===== src/rtl/aer_pkg.sv =====
package aer_pkg;

  // ----------------------------------------------------------------
  // Clock and timing
  // ----------------------------------------------------------------
  localparam int unsigned CLK_HZ        = 50_000_000;
  localparam int unsigned BLINK_HALF_MS = 500;
  localparam int unsigned BLINK_HALF_CYC = (CLK_HZ / 1000) * BLINK_HALF_MS;

  // ----------------------------------------------------------------
  // Sizes
  // ----------------------------------------------------------------
  localparam int unsigned NUM_CH = 8;
  localparam int unsigned ADDR_W = 8;
  localparam int unsigned NUM_EV = 3;
  localparam int unsigned SYNC_W = 11;

  // ----------------------------------------------------------------
  // Register byte offsets
  // ----------------------------------------------------------------
  localparam logic [7:0] OFS_DETECT_CTRL = 8'h00;
  localparam logic [7:0] OFS_WARN_LED    = 8'h04;
  localparam logic [7:0] OFS_CONV_FLAGS  = 8'h08;
  localparam logic [7:0] OFS_ERR_CODE    = 8'h0C;
  localparam logic [7:0] OFS_IRQ_STATUS  = 8'h10;
  localparam logic [7:0] OFS_IRQ_MASK    = 8'h14;
  localparam logic [7:0] OFS_MOD_STATUS  = 8'h18;
  localparam logic [7:0] OFS_CH_CODE     = 8'h20;

  // ----------------------------------------------------------------
  // Field positions and reset values
  // ----------------------------------------------------------------
  localparam int unsigned FLAG_EXT_VOLT_BIT = 15;
  localparam int unsigned EV_MOD_ALARM      = 0;
  localparam int unsigned EV_CH_ALARM       = 1;
  localparam int unsigned EV_CH_WARN        = 2;
  localparam logic [15:0] DETECT_CTRL_RST   = 16'h0000;
  localparam logic [7:0]  WARN_LED_RST      = 8'h00;
  localparam logic [2:0]  IRQ_MASK_RST      = 3'h0;

  // ----------------------------------------------------------------
  // Error codes
  // ----------------------------------------------------------------
  localparam logic [15:0] CODE_NONE        = 16'h0000;
  localparam logic [15:0] CODE_HW_FAIL     = 16'hA600;
  localparam logic [15:0] CODE_EXT_VOLT    = 16'hA601;
  localparam logic [15:0] CODE_CAL_FAULT   = 16'hA603;
  localparam logic [15:0] CODE_CH_ALARM    = 16'hA400;
  localparam logic [15:0] CODE_WARN_FLASH  = 16'hA000;
  localparam logic [15:0] CODE_WARN_STEADY = 16'hA800;

  // ----------------------------------------------------------------
  // Bus responses
  // ----------------------------------------------------------------
  localparam logic [1:0] RESP_OKAY   = 2'h0;
  localparam logic [1:0] RESP_SLVERR = 2'h2;

endpackage


===== src/rtl/aer_reg_if.sv =====
`timescale 1ns/1ns
interface aer_reg_if;
  logic        wr_en;
  logic [7:0]  wr_addr;
  logic [31:0] wr_data;
  logic [3:0]  wr_strb;
  logic        wr_ok;
  logic [7:0]  rd_addr;
  logic [31:0] rd_data;
  logic        rd_ok;

  modport bus  (output wr_en, wr_addr, wr_data, wr_strb, rd_addr, input wr_ok, rd_data, rd_ok);
  modport regs (input wr_en, wr_addr, wr_data, wr_strb, rd_addr, output wr_ok, rd_data, rd_ok);
endinterface


===== src/rtl/aer_top.sv =====
`timescale 1ns/1ns
// Operation
// - Hardware, supply and calibration faults give codes A600/A601/A603; run off, error on.
// - Alarm-mode channel out of range gives A400 plus index; run off, error on.
// - Warning with flash gives A000 plus index; run stays on, error blinks.
// - Warning without flash gives A800 plus index; run on, error off.
// - Low byte enables range detection per channel; high byte selects alarm or warning.
// - Per-channel bit chooses whether a warning flashes the error indicator.
// - Flag word: bits 0-7 channel over range, bit 15 supply abnormal.
module aer_top #(
  parameter int unsigned BLINK_HALF_CYC = aer_pkg::BLINK_HALF_CYC
) (
  input  wire logic        aclk,
  input  wire logic        aresetn,
  input  wire logic [7:0]  s_axi_awaddr,
  input  wire logic        s_axi_awvalid,
  output logic             s_axi_awready,
  input  wire logic [31:0] s_axi_wdata,
  input  wire logic [3:0]  s_axi_wstrb,
  input  wire logic        s_axi_wvalid,
  output logic             s_axi_wready,
  output logic [1:0]       s_axi_bresp,
  output logic             s_axi_bvalid,
  input  wire logic        s_axi_bready,
  input  wire logic [7:0]  s_axi_araddr,
  input  wire logic        s_axi_arvalid,
  output logic             s_axi_arready,
  output logic [31:0]      s_axi_rdata,
  output logic [1:0]       s_axi_rresp,
  output logic             s_axi_rvalid,
  input  wire logic        s_axi_rready,
  input  wire logic        hw_fail_in,
  input  wire logic        ext_volt_bad_in,
  input  wire logic        cal_fault_in,
  input  wire logic [7:0]  ch_over_range_in,
  output logic             run_led,
  output logic             err_led,
  output logic [15:0]      err_code,
  output logic             irq
);

  // ----------------------------------------------------------------
  // State
  // ----------------------------------------------------------------
  typedef struct packed {
    logic [10:0] sync1;
    logic [10:0] sync2;
    logic [15:0] detect_ctrl;
    logic [7:0]  warn_led;
    logic [2:0]  irq_status;
    logic [2:0]  irq_mask;
    logic [2:0]  ev_prev;
    logic [15:0] err_code;
    logic        run_led;
    logic        err_led;
    logic        irq;
  } aer_top_st_t;

  aer_top_st_t st_r;
  aer_top_st_t st_nxt;

  aer_reg_if   rif ();

  logic        blink_phase;
  logic [7:0]  over_s;
  logic        hw_fail_s;
  logic        ext_volt_s;
  logic        cal_fault_s;
  logic [7:0]  ch_alarm;
  logic [7:0]  ch_warn_flash;
  logic [7:0]  ch_warn_steady;
  logic [15:0] ch_code [aer_pkg::NUM_CH];
  logic        mod_alarm;
  logic        any_alarm;
  logic        any_warn;
  logic [2:0]  ev_now;
  logic [2:0]  ev_rise;
  logic [15:0] conv_flags;
  logic [15:0] code_sel;
  logic [5:0]  rd_word;
  logic [5:0]  wr_word;
  logic [5:0]  ch_base_word;

  // ----------------------------------------------------------------
  // Bus slave and blink timebase
  // ----------------------------------------------------------------
  aer_axil u_axil (
    .aclk    (aclk),
    .aresetn (aresetn),
    .awaddr  (s_axi_awaddr),
    .awvalid (s_axi_awvalid),
    .awready (s_axi_awready),
    .wdata   (s_axi_wdata),
    .wstrb   (s_axi_wstrb),
    .wvalid  (s_axi_wvalid),
    .wready  (s_axi_wready),
    .bresp   (s_axi_bresp),
    .bvalid  (s_axi_bvalid),
    .bready  (s_axi_bready),
    .araddr  (s_axi_araddr),
    .arvalid (s_axi_arvalid),
    .arready (s_axi_arready),
    .rdata   (s_axi_rdata),
    .rresp   (s_axi_rresp),
    .rvalid  (s_axi_rvalid),
    .rready  (s_axi_rready),
    .rif     (rif)
  );

  aer_blink #(
    .HALF_CYC (BLINK_HALF_CYC)
  ) u_blink (
    .aclk    (aclk),
    .aresetn (aresetn),
    .phase   (blink_phase)
  );

  // ----------------------------------------------------------------
  // Synchronised fault inputs
  // ----------------------------------------------------------------
  // Only the second stage is read; the first may be metastable
  assign over_s      = st_r.sync2[7:0];
  assign hw_fail_s   = st_r.sync2[8];
  assign ext_volt_s  = st_r.sync2[9];
  assign cal_fault_s = st_r.sync2[10];

  // ----------------------------------------------------------------
  // Per-channel classification
  // ----------------------------------------------------------------
  // Codes follow the live input, so they drop as soon as it recovers
  for (genvar i = 0; i < aer_pkg::NUM_CH; i++) begin : g_ch
    logic det;
    assign det               = st_r.detect_ctrl[i] & over_s[i];
    assign ch_alarm[i]       = det & st_r.detect_ctrl[aer_pkg::NUM_CH + i];
    assign ch_warn_flash[i]  = det & ~st_r.detect_ctrl[aer_pkg::NUM_CH + i]
                               & st_r.warn_led[i];
    assign ch_warn_steady[i] = det & ~st_r.detect_ctrl[aer_pkg::NUM_CH + i]
                               & ~st_r.warn_led[i];
    always_comb begin
      if (ch_alarm[i]) begin
        ch_code[i] = aer_pkg::CODE_CH_ALARM + 16'(i);
      end else if (ch_warn_flash[i]) begin
        ch_code[i] = aer_pkg::CODE_WARN_FLASH + 16'(i);
      end else if (ch_warn_steady[i]) begin
        ch_code[i] = aer_pkg::CODE_WARN_STEADY + 16'(i);
      end else begin
        ch_code[i] = aer_pkg::CODE_NONE;
      end
    end
  end

  // ----------------------------------------------------------------
  // Severity summary
  // ----------------------------------------------------------------
  assign mod_alarm  = hw_fail_s | ext_volt_s | cal_fault_s;
  assign any_alarm  = mod_alarm | (|ch_alarm);
  assign any_warn   = (|ch_warn_flash) | (|ch_warn_steady);
  assign conv_flags = {ext_volt_s, 7'h00, over_s};
  assign ev_now     = {any_warn, |ch_alarm, mod_alarm};
  assign ev_rise    = ev_now & ~st_r.ev_prev;

  // Worst condition wins; lowest channel wins within one class
  always_comb begin
    code_sel = aer_pkg::CODE_NONE;
    for (int k = aer_pkg::NUM_CH - 1; k >= 0; k--) begin
      if (ch_warn_steady[k]) begin
        code_sel = ch_code[k];
      end
    end
    for (int k = aer_pkg::NUM_CH - 1; k >= 0; k--) begin
      if (ch_warn_flash[k]) begin
        code_sel = ch_code[k];
      end
    end
    for (int k = aer_pkg::NUM_CH - 1; k >= 0; k--) begin
      if (ch_alarm[k]) begin
        code_sel = ch_code[k];
      end
    end
    if (cal_fault_s) begin
      code_sel = aer_pkg::CODE_CAL_FAULT;
    end
    if (ext_volt_s) begin
      code_sel = aer_pkg::CODE_EXT_VOLT;
    end
    if (hw_fail_s) begin
      code_sel = aer_pkg::CODE_HW_FAIL;
    end
  end

  // ----------------------------------------------------------------
  // Register decode
  // ----------------------------------------------------------------
  assign rd_word      = rif.rd_addr[7:2];
  assign wr_word      = rif.wr_addr[7:2];
  assign ch_base_word = aer_pkg::OFS_CH_CODE[7:2];

  // Read mux; unmapped words read zero with an error response
  always_comb begin
    rif.rd_data = 32'h0000_0000;
    rif.rd_ok   = 1'b1;
    if (rd_word >= ch_base_word && rd_word < ch_base_word + 6'(aer_pkg::NUM_CH)) begin
      rif.rd_data = {16'h0000, ch_code[3'(rd_word - ch_base_word)]};
    end else begin
      unique case (rd_word)
        aer_pkg::OFS_DETECT_CTRL[7:2]: rif.rd_data = {16'h0000, st_r.detect_ctrl};
        aer_pkg::OFS_WARN_LED[7:2]:    rif.rd_data = {24'h000000, st_r.warn_led};
        aer_pkg::OFS_CONV_FLAGS[7:2]:  rif.rd_data = {16'h0000, conv_flags};
        aer_pkg::OFS_ERR_CODE[7:2]:    rif.rd_data = {16'h0000, st_r.err_code};
        aer_pkg::OFS_IRQ_STATUS[7:2]:  rif.rd_data = {29'h00000000, st_r.irq_status};
        aer_pkg::OFS_IRQ_MASK[7:2]:    rif.rd_data = {29'h00000000, st_r.irq_mask};
        aer_pkg::OFS_MOD_STATUS[7:2]:  rif.rd_data = {27'h0000000, st_r.err_led,
                                                      st_r.run_led, cal_fault_s,
                                                      ext_volt_s, hw_fail_s};
        default:                       rif.rd_ok = 1'b0;
      endcase
    end
  end

  // Only the four writable words accept a write
  assign rif.wr_ok = (wr_word == aer_pkg::OFS_DETECT_CTRL[7:2])
                   | (wr_word == aer_pkg::OFS_WARN_LED[7:2])
                   | (wr_word == aer_pkg::OFS_IRQ_STATUS[7:2])
                   | (wr_word == aer_pkg::OFS_IRQ_MASK[7:2]);

  // ----------------------------------------------------------------
  // Next state
  // ----------------------------------------------------------------
  always_comb begin
    st_nxt       = st_r;
    st_nxt.sync1 = {cal_fault_in, ext_volt_bad_in, hw_fail_in, ch_over_range_in};
    st_nxt.sync2 = st_r.sync1;
    st_nxt.ev_prev = ev_now;

    // Software writes, honouring byte lanes
    if (rif.wr_en) begin
      unique case (wr_word)
        aer_pkg::OFS_DETECT_CTRL[7:2]: begin
          if (rif.wr_strb[0]) begin
            st_nxt.detect_ctrl[7:0] = rif.wr_data[7:0];
          end
          if (rif.wr_strb[1]) begin
            st_nxt.detect_ctrl[15:8] = rif.wr_data[15:8];
          end
        end
        aer_pkg::OFS_WARN_LED[7:2]: begin
          if (rif.wr_strb[0]) begin
            st_nxt.warn_led = rif.wr_data[7:0];
          end
        end
        aer_pkg::OFS_IRQ_MASK[7:2]: begin
          if (rif.wr_strb[0]) begin
            st_nxt.irq_mask = rif.wr_data[2:0];
          end
        end
        aer_pkg::OFS_IRQ_STATUS[7:2]: begin
          if (rif.wr_strb[0]) begin
            st_nxt.irq_status = st_r.irq_status & ~rif.wr_data[2:0];
          end
        end
        default: ;
      endcase
    end

    // New events set after the clear, so a simultaneous event survives
    st_nxt.irq_status = st_nxt.irq_status | ev_rise;
    st_nxt.irq        = |(st_nxt.irq_status & st_nxt.irq_mask);

    // Indicators: alarms outrank warnings, flashing outranks steady
    st_nxt.err_code = code_sel;
    st_nxt.run_led  = ~any_alarm;
    if (any_alarm) begin
      st_nxt.err_led = 1'b1;
    end else if (|ch_warn_flash) begin
      st_nxt.err_led = blink_phase;
    end else begin
      st_nxt.err_led = 1'b0;
    end
  end

  // ----------------------------------------------------------------
  // State register
  // ----------------------------------------------------------------
  always_ff @(posedge aclk) begin
    if (!aresetn) begin
      st_r             <= '0;
      st_r.detect_ctrl <= aer_pkg::DETECT_CTRL_RST;
      st_r.warn_led    <= aer_pkg::WARN_LED_RST;
      st_r.irq_mask    <= aer_pkg::IRQ_MASK_RST;
      st_r.err_code    <= aer_pkg::CODE_NONE;
    end else begin
      st_r <= st_nxt;
    end
  end

  // Outputs straight from the state register
  assign run_led  = st_r.run_led;
  assign err_led  = st_r.err_led;
  assign err_code = st_r.err_code;
  assign irq      = st_r.irq;

endmodule


===== src/rtl/aer_blink.sv =====
`timescale 1ns/1ns
module aer_blink #(
  parameter int unsigned HALF_CYC = aer_pkg::BLINK_HALF_CYC
) (
  input  wire logic aclk,
  input  wire logic aresetn,
  output logic      phase
);

  typedef struct packed {
    logic [31:0] cnt;
    logic        phase;
  } aer_blink_st_t;

  aer_blink_st_t st_r;
  aer_blink_st_t st_nxt;

  // Free-running half-period counter; phase toggles at each wrap
  always_comb begin
    st_nxt = st_r;
    if (st_r.cnt >= 32'(HALF_CYC - 1)) begin
      st_nxt.cnt   = 32'h0000_0000;
      st_nxt.phase = ~st_r.phase;
    end else begin
      st_nxt.cnt = st_r.cnt + 32'h0000_0001;
    end
  end

  // State register
  always_ff @(posedge aclk) begin
    if (!aresetn) begin
      st_r <= '0;
    end else begin
      st_r <= st_nxt;
    end
  end

  assign phase = st_r.phase;

endmodule


===== src/rtl/aer_axil.sv =====
`timescale 1ns/1ns
module aer_axil (
  input  wire logic        aclk,
  input  wire logic        aresetn,
  input  wire logic [7:0]  awaddr,
  input  wire logic        awvalid,
  output logic             awready,
  input  wire logic [31:0] wdata,
  input  wire logic [3:0]  wstrb,
  input  wire logic        wvalid,
  output logic             wready,
  output logic [1:0]       bresp,
  output logic             bvalid,
  input  wire logic        bready,
  input  wire logic [7:0]  araddr,
  input  wire logic        arvalid,
  output logic             arready,
  output logic [31:0]      rdata,
  output logic [1:0]       rresp,
  output logic             rvalid,
  input  wire logic        rready,
  aer_reg_if.bus           rif
);

  typedef struct packed {
    logic        aw_got;
    logic        w_got;
    logic [7:0]  waddr;
    logic [31:0] wdata;
    logic [3:0]  wstrb;
    logic        awready;
    logic        wready;
    logic        bvalid;
    logic [1:0]  bresp;
    logic        ar_got;
    logic [7:0]  raddr;
    logic        arready;
    logic        rvalid;
    logic [31:0] rdata;
    logic [1:0]  rresp;
  } aer_axil_st_t;

  aer_axil_st_t st_r;
  aer_axil_st_t st_nxt;
  logic         wr_fire;
  logic         rd_fire;

  // Commit once both halves are held and no response is pending
  assign wr_fire = st_r.aw_got & st_r.w_got & ~st_r.bvalid;
  assign rd_fire = st_r.ar_got & ~st_r.rvalid;

  // Channel handshakes; address and data may arrive in either order
  always_comb begin
    st_nxt = st_r;
    if (awvalid && st_r.awready) begin
      st_nxt.aw_got = 1'b1;
      st_nxt.waddr  = awaddr;
    end
    if (wvalid && st_r.wready) begin
      st_nxt.w_got = 1'b1;
      st_nxt.wdata = wdata;
      st_nxt.wstrb = wstrb;
    end
    if (wr_fire) begin
      st_nxt.aw_got = 1'b0;
      st_nxt.w_got  = 1'b0;
      st_nxt.bvalid = 1'b1;
      st_nxt.bresp  = rif.wr_ok ? aer_pkg::RESP_OKAY : aer_pkg::RESP_SLVERR;
    end
    if (st_r.bvalid && bready) begin
      st_nxt.bvalid = 1'b0;
    end
    if (arvalid && st_r.arready) begin
      st_nxt.ar_got = 1'b1;
      st_nxt.raddr  = araddr;
    end
    if (rd_fire) begin
      st_nxt.ar_got = 1'b0;
      st_nxt.rvalid = 1'b1;
      st_nxt.rdata  = rif.rd_data;
      st_nxt.rresp  = rif.rd_ok ? aer_pkg::RESP_OKAY : aer_pkg::RESP_SLVERR;
    end
    if (st_r.rvalid && rready) begin
      st_nxt.rvalid = 1'b0;
    end
    // Ready only when the slot is free, so one transfer per direction
    st_nxt.awready = ~st_nxt.aw_got & ~st_nxt.bvalid;
    st_nxt.wready  = ~st_nxt.w_got & ~st_nxt.bvalid;
    st_nxt.arready = ~st_nxt.ar_got & ~st_nxt.rvalid;
  end

  // State register
  always_ff @(posedge aclk) begin
    if (!aresetn) begin
      st_r <= '0;
    end else begin
      st_r <= st_nxt;
    end
  end

  // Outputs and register-side strobes
  assign awready     = st_r.awready;
  assign wready      = st_r.wready;
  assign bvalid      = st_r.bvalid;
  assign bresp       = st_r.bresp;
  assign arready     = st_r.arready;
  assign rvalid      = st_r.rvalid;
  assign rdata       = st_r.rdata;
  assign rresp       = st_r.rresp;
  assign rif.wr_en   = wr_fire;
  assign rif.wr_addr = st_r.waddr;
  assign rif.wr_data = st_r.wdata;
  assign rif.wr_strb = st_r.wstrb;
  assign rif.rd_addr = st_r.raddr;

endmodule


===== config.mk =====
export PLATFORM = sky130hd
export DESIGN_NAME = aer_top
export DESIGN_NICKNAME = d
export VERILOG_FILES = /design/src/rtl/aer_pkg.sv /design/src/rtl/aer_reg_if.sv /design/src/rtl/aer_top.sv /design/src/rtl/aer_blink.sv /design/src/rtl/aer_axil.sv
export SDC_FILE = /design/constraint.sdc
export NUM_CORES = 1
export LEC_CHECK = 0
export ABC_CLOCK_PERIOD_IN_PS = 2200
export BUFFER_PORTS_ARGS = -buffer_cell sky130_fd_sc_hd__buf_2
export CELL_PAD_IN_SITES_DETAIL_PLACEMENT = 1
export CELL_PAD_IN_SITES_GLOBAL_PLACEMENT = 2
export CORE_MARGIN = 4
export CORE_UTILIZATION = 34
export CTS_BUF_LIST = sky130_fd_sc_hd__clkbuf_8
export CTS_CLUSTER_DIAMETER = 60
export DETAILED_ROUTE_END_ITERATION = 8
export PLACE_DENSITY = 0.81
export SKIP_LAST_GASP = 1
export SLEW_MARGIN = 20
export SYNTH_ARGS = -nofsm -noshare
export SYNTH_HDL_FRONTEND = slang
export SYNTH_SLANG_ARGS = --single-unit

===== constraint.sdc =====
create_clock -name aclk -period 2.2 [get_ports aclk]
set_clock_uncertainty 0.05 [all_clocks]
set_input_delay 0.33 -clock aclk [delete_from_list [all_inputs] [get_ports aclk]]
set_output_delay 0.33 -clock aclk [all_outputs]
set_load 0.01 [all_outputs]

==> Yosys cells after proc, flatten, opt, wreduce, memory -nomap -nowiden <==
Cells that the tools add are included.
{ "classes": {"add_sub_neg": 2, "order_cmp": 4, "eq_ne": 9, "mux": 76, "n_bitwise": 86, "n_reduce_logical": 20} }
{ "op_table": {"columns": ["cell", "n"], "rows": [
  ["$mux W16", 54],
  ["$pmux W16 S7", 1],
  ["$bmux W16 S3", 1],
  ["$and A1 B1 Y1", 46],
  ["$mux W35", 1],
  ["$add A32 B1 Y32 const B", 1],
  ["$ge A32 B25 Y1 const B", 1],
  ["$eq A6 B3 Y1 const B", 5],
  ["$not A1 Y1", 26],
  ["$reduce_or A8 Y1", 3],
  ["$mux W3", 5],
  ["$eq A6 B1 Y1 const B", 2],
  ["$eq A6 B2 Y1 const B", 2],
  ["$logic_not A6 Y1", 2],
  ["$and A3 B3 Y3", 3],
  ["$mux W1", 9],
  ["$mux W9", 1],
  ["$reduce_and A3 Y1", 3],
  ["$or A1 B1 Y1", 7],
  ["$reduce_or A7 Y1", 1],
  ["$ge A6 B4 Y1 const B", 1],
  ["$logic_and A1 B1 Y1", 6],
  ["$lt A6 B5 Y1 const B", 1],
  ["$mux W2", 3],
  ["other kinds (9)", 12]
]} }
{ "word_totals": {"register_bits": 185, "out_inout_bits": 60, "elab_cells": 229} }

==> Logic depth before layout (Yosys ltp) <==
{ "logic_depth": {"word_depth": 33, "depth_mapped": 7, "ltp_nobuf": 6} }

==> By module <==
A second synthesis with hierarchy kept.
{ "hier_totals": {"hier_cells": 1056, "hier_area_um2": 9286.4} }
{ "by_module_without_submodules": {"columns": ["mod", "instances", "cells_per_inst", "area_per_inst_um2"], "rows": [
  ["aer_axil", 1, 490, 4205.3],
  ["aer_top", 1, 401, 3580.9],
  ["aer_blink", 1, 165, 1500.2]
]} }

==> Least setup slack after synthesis <==
OpenSTA, ideal clock, no wires.
{ "synth_path": {"path_type": "register to register", "startpoint": "reg u_blink.st_r[9] (netlist name)", "endpoint": "reg u_blink.st_r, in the netlist u_blink.phase", "setup_ps": 122, "t_arrival_ps": 1648, "required_time_ps": 2028, "setup_slack_ps": 380, "path_stages_with_launch": 6, "synth_period_minus_slack_ps": 1820, "path_cell_list": "dfxtp_1 -> or4_4 -> a211oi_2 -> a2bb2oi_1 -> nor3_1 -> a311o_1"} }
{ "synth_between": {"elab_chain_len": 1} }
{ "synth_rtl": {"columns": ["element", "line", "rtl"], "rows": [
  ["from (decl)", "aer_blink.sv:15", "aer_blink_st_t st_r;"],
  ["from (signal assigned)", "aer_blink.sv:34", "st_r <= st_nxt;"],
  ["$ge A32 B25 Y1", "aer_blink.sv:21", "if (st_r.cnt >= 32'(HALF_CYC - 1)) begin"]
]} }
No other way between the ends.
A chain may end at the register's enable or synchronous reset.

==> Final worst setup path <==
{ "layout_path": {"startpoint": "reg st_r[39] (netlist name)", "endpoint": "reg err_code[11] (netlist name)"} }
{ "layout_between": {"elab_chain_len": 26, "elab_cells_between_ends": 28, "cone_classes": "23 x mux; 5 x bitwise"} }
{ "layout_rtl": {"columns": ["element", "line", "rtl"], "rows": [
  ["from (decl)", "aer_top.sv:59", "aer_top_st_t st_r;"],
  ["from (signal assigned)", "aer_top.sv:292", "st_r <= st_nxt;"],
  ["$and A1 B1 Y1 *", "aer_top.sv:133", "assign det = st_r.detect_ctrl[i] & over_s[i];"],
  ["$and A1 B1 Y1", "aer_top.sv:135, aer_top.sv:137", null],
  ["$and A1 B1 Y1", "aer_top.sv:138", "& ~st_r.warn_led[i];"],
  ["$mux W16", "aer_top.sv:144", "end else if (ch_warn_steady[i]) begin"],
  ["$mux W16", "aer_top.sv:142", "end else if (ch_warn_flash[i]) begin"],
  ["$mux W16", "aer_top.sv:140", "if (ch_alarm[i]) begin"],
  ["$mux W16 (4 in series)", "aer_top.sv:166", "if (ch_warn_steady[k]) begin"],
  ["$mux W16 (8 in series)", "aer_top.sv:171", "if (ch_warn_flash[k]) begin"],
  ["$mux W16 (4 in series)", "aer_top.sv:176", "if (ch_alarm[k]) begin"],
  ["$mux W16 * (4 in series)", "aer_top.sv:176", null]
]} }
Mark *: on every way between the ends. The rest lies on a longest branch, timed or not.

==> flow_metrics.env <==
export IMPL_clkLatencyLatePin_ns=0.46
export IMPL_syn_area_per_cell_sq_um=8.70
export IMPL_antenna_found_initial=0
export IMPL_reg2reg_to="err_code[11]"
export IMPL_synth_area_leaders="dfxtp_1 (44%), nand2_1 (5.8%), buf_4 (5.6%), nor2_1 (4.9%), a21oi_1 (4.2%)"
export IMPL_required_ns=2.56
export IMPL_dpl_cell_count=1124
export IMPL_final_common_cell="dfxtp_1"
export IMPL_fin_crit_sh_pct=96.5
export IMPL_place_hpwl_microns=14200
export IMPL_ys_warn_count=0
export IMPL_drv_slew=0
export IMPL_outcome="complete, no violations"
export IMPL_dr_total_vias=5734
export IMPL_grt_pass1_vias=5629
export IMPL_arrival_ns=2.49
export IMPL_p_leak_nw=3.19
export IMPL_p_sw_mw=1.42
export IMPL_placementRows=52
export IMPL_cts_sinks=154
export IMPL_route_detailed_drc=0
export IMPL_rr_startpoint="st_r[39]"
export IMPL_crit_type="register to register"
export IMPL_p_seq_share_pct=53.5
export IMPL_stdcell_area_sq_um=8000
export IMPL_yosysTopAreaCellShare_pct=44.3
export IMPL_die_width_microns=151
export IMPL_hold_start="ch_over_range_in[1]"
export IMPL_worst_slew_pin_slew_ns=0.630
export IMPL_layout_common_cells="dfxtp_1 (154), nand2_1 (108), nor2_1 (90)"
export IMPL_synth_ff_type="dfxtp_1"
export IMPL_dp_worst_setup_slack_ns=0.0181
export IMPL_syn_area_sq_um=6960
export IMPL_via_per_inst=4.93
export IMPL_core_area_sq_um=20200
export IMPL_crit_path_end_kind="register"
export IMPL_fin_cells=1163
export IMPL_drive_above_1_share_pct=18.8
export IMPL_boundaryPins=130
export IMPL_ys_seq_area_share_pct=44.3
export IMPL_initial_core_util_pct=34.5
export IMPL_worstHoldPathType="primary input to register"
export IMPL_grt_max_degree=42
export IMPL_gr_usage_met2_pct=27.8
export IMPL_htreeDepth=4
export IMPL_grt_pass1_wl_microns=29900
export IMPL_r2r_cells=5
export IMPL_cts_tree="yes"
export IMPL_first_iter_violations=277
export IMPL_worstSetupStartpoint="st_r[39]"
export IMPL_finalCriticalPeriod_ns=2.12
export IMPL_finalHoldViolCount=0
export IMPL_gp_congestion=0.897
export IMPL_synthCells=800
export IMPL_p_per_area_nw_per_um2=686
export IMPL_busiest_layer="met2"
export IMPL_cts_setup_buffers=0
export IMPL_internal_power_mw=4.07
export IMPL_post_dp_cell_area_sq_um=7530
export IMPL_rsz0062_at_grt="no"
export IMPL_setup_tns_ns=0
export IMPL_die_y_microns=151
export IMPL_io_buffer_count=81
export IMPL_layout_setup_ws_ns=0.0759
export IMPL_dieArea_sq_um=22800
export IMPL_path_max_fanout=7
export IMPL_finish_utilization_pct=39.7
export IMPL_numCtsBuffers=17
export IMPL_drtPass1Iterations=4
export IMPL_ys_seq_elements=154
export IMPL_fin_hold_ws_ns=0.0450
export IMPL_reg2reg_slack_ns=0.08
export IMPL_grt_overflow_total=0
export IMPL_startpoint_type="register"
export IMPL_fmax_mhz=471
export IMPL_path_clk_slew_ns=0.09
export IMPL_wl_per_cell_microns=16.2
export IMPL_grt_usage_pct=16.8
export IMPL_swShare_pct=25.8
export IMPL_grtUsageMet3_pct=4.07
export IMPL_async_flop_share_pct=0
export IMPL_postRouteAntennaNets=0
export IMPL_drv_cap=0
export IMPL_root_buffer="clkbuf_8"
export IMPL_power_mw=5.49
export IMPL_synth_edf_count=0
export IMPL_area_growth_pct=15.0
export IMPL_fillers=2455
export IMPL_grt_use_met1_pct=22.1
export IMPL_wl_microns=18800
export IMPL_n_antenna_cell=0
export IMPL_relSlewSlack_pct=57.9
export IMPL_netlist_cell_type_count=68
export IMPL_finalSetupViolCount=0
export IMPL_clockBufferDepth=2
export IMPL_crit_end="err_code[11]"
export IMPL_pwr_share_comb_pct=7.2
export IMPL_vdd_drop_max_uv=363
export IMPL_synth_top_area_cell="dfxtp_1"
export IMPL_p_clk_share_pct=39.3
export IMPL_nNetsFinal=951
[final cells by class]
class	count	area, sq um	area share (%)
clock buffers	18	248	3.10
clock inverters	14	148	1.85
inverters	6	22.5	0.282
multi-input cells	584	3430	42.9
flip-flops and latches	154	3080	38.5
well taps	270	338	4.22
repair buffers	117	731	9.13
[synthesized netlist by cell type, drive strengths merged (3+ instances only)]
cell type and count:
dfxtp 154, nand2 108, nor2 90, buf 60, a21oi 59, nand3 41
clkbuf 28, and2 27, mux2i 25, o21ai 23, xor2 17, nor3 16
a22oi 14, nand4 10, nor2b 8, and3 7, mux4 7, nand4b 7
a211oi 6, and4 6, and4b 6, inv 6, nor4 6, nor4bb 6
xnor2 5, a31oi 4, mux2 4, nand2b 4, nand3b 4, or2 3
[power by group through the flow]
stage | registers (mW) | logic (mW) | clock network [mW]
5_1_grt | 2.95 | 0.449 | 2.35
6_report | 2.94 | 0.397 | 2.15
3_3_place_gp | 3.00 | 0.386 | 0
4_1_cts | 2.94 | 0.401 | 2.24
2_1_floorplan | 2.98 | 0.286 | 0
3_5_place_dp | 3.00 | 0.390 | 0
[worst max-delay path: stages (launching register included)]
cell and delay (ns):
dfxtp_1 0.41, nand3_1 0.24, nand4_1 0.22, or2_2 0.39
a2111oi_1 0.59, buf_4 0.20
[how the worst min path moves through the flow]
stage                   to  cells past startpoint  slack [ns]
2_1_floorplan  cal_fault_s                      1        0.36
6_report        st_nxt[53]                      2        0.05
3_5_place_dp     hw_fail_s                      1        0.37
3_3_place_gp     hw_fail_s                      1        0.37
5_1_grt         st_nxt[53]                      2       0.007
4_1_cts         st_nxt[53]                      2        0.01
[sequential cells by signal, indices dropped and copies added (netlist names)]
name,cells
st_r,33
u_blink.st_r,32
u_axil.rdata,16
u_axil.rif.wr_data,16
st_nxt,11
conv_flags,9
err_code,7
u_axil.rif.rd_addr,6
u_axil.rif.wr_addr,6
u_axil.st_r,3
u_axil.rif.wr_strb,2
cal_fault_s,1
err_led,1
hw_fail_s,1
irq,1
run_led,1
u_axil.arready,1
u_axil.awready,1
u_axil.bresp,1
u_axil.bvalid,1
u_axil.rresp,1
u_axil.rvalid,1
u_axil.wready,1
u_blink.phase,1
[routing by layer]
| metal | part of all wire, % | wire length (microns) |
|---|---|---|
| met1 | 48 | 9030 |
| met5 | 0 | 0 |
| met2 | 47 | 8820 |
| met4 | 1.4 | 256 |
| met3 | 3.6 | 681 |
[cells by family after synthesis]
kind of cell	share of synthesized area, %
other	0.0539
adder cells (fa/ha/maj)	0.180
AO/OA/AOI/OAI	11.8
multiplexers	6.51
XOR/XNOR	2.77
AND/OR/NAND/NOR	26.2
flip-flops	44.3
buffers and inverters	8.20
[repair_timing]
item | 4_1_cts | 5_1_grt
hold buffers | 7 | 0
endpoints found under the setup margin | 0 | 1
hold endpoints to repair | 7 | 0
resized for setup | 0 | 2
No activity file was read; power rests on OpenSTA's default activity.
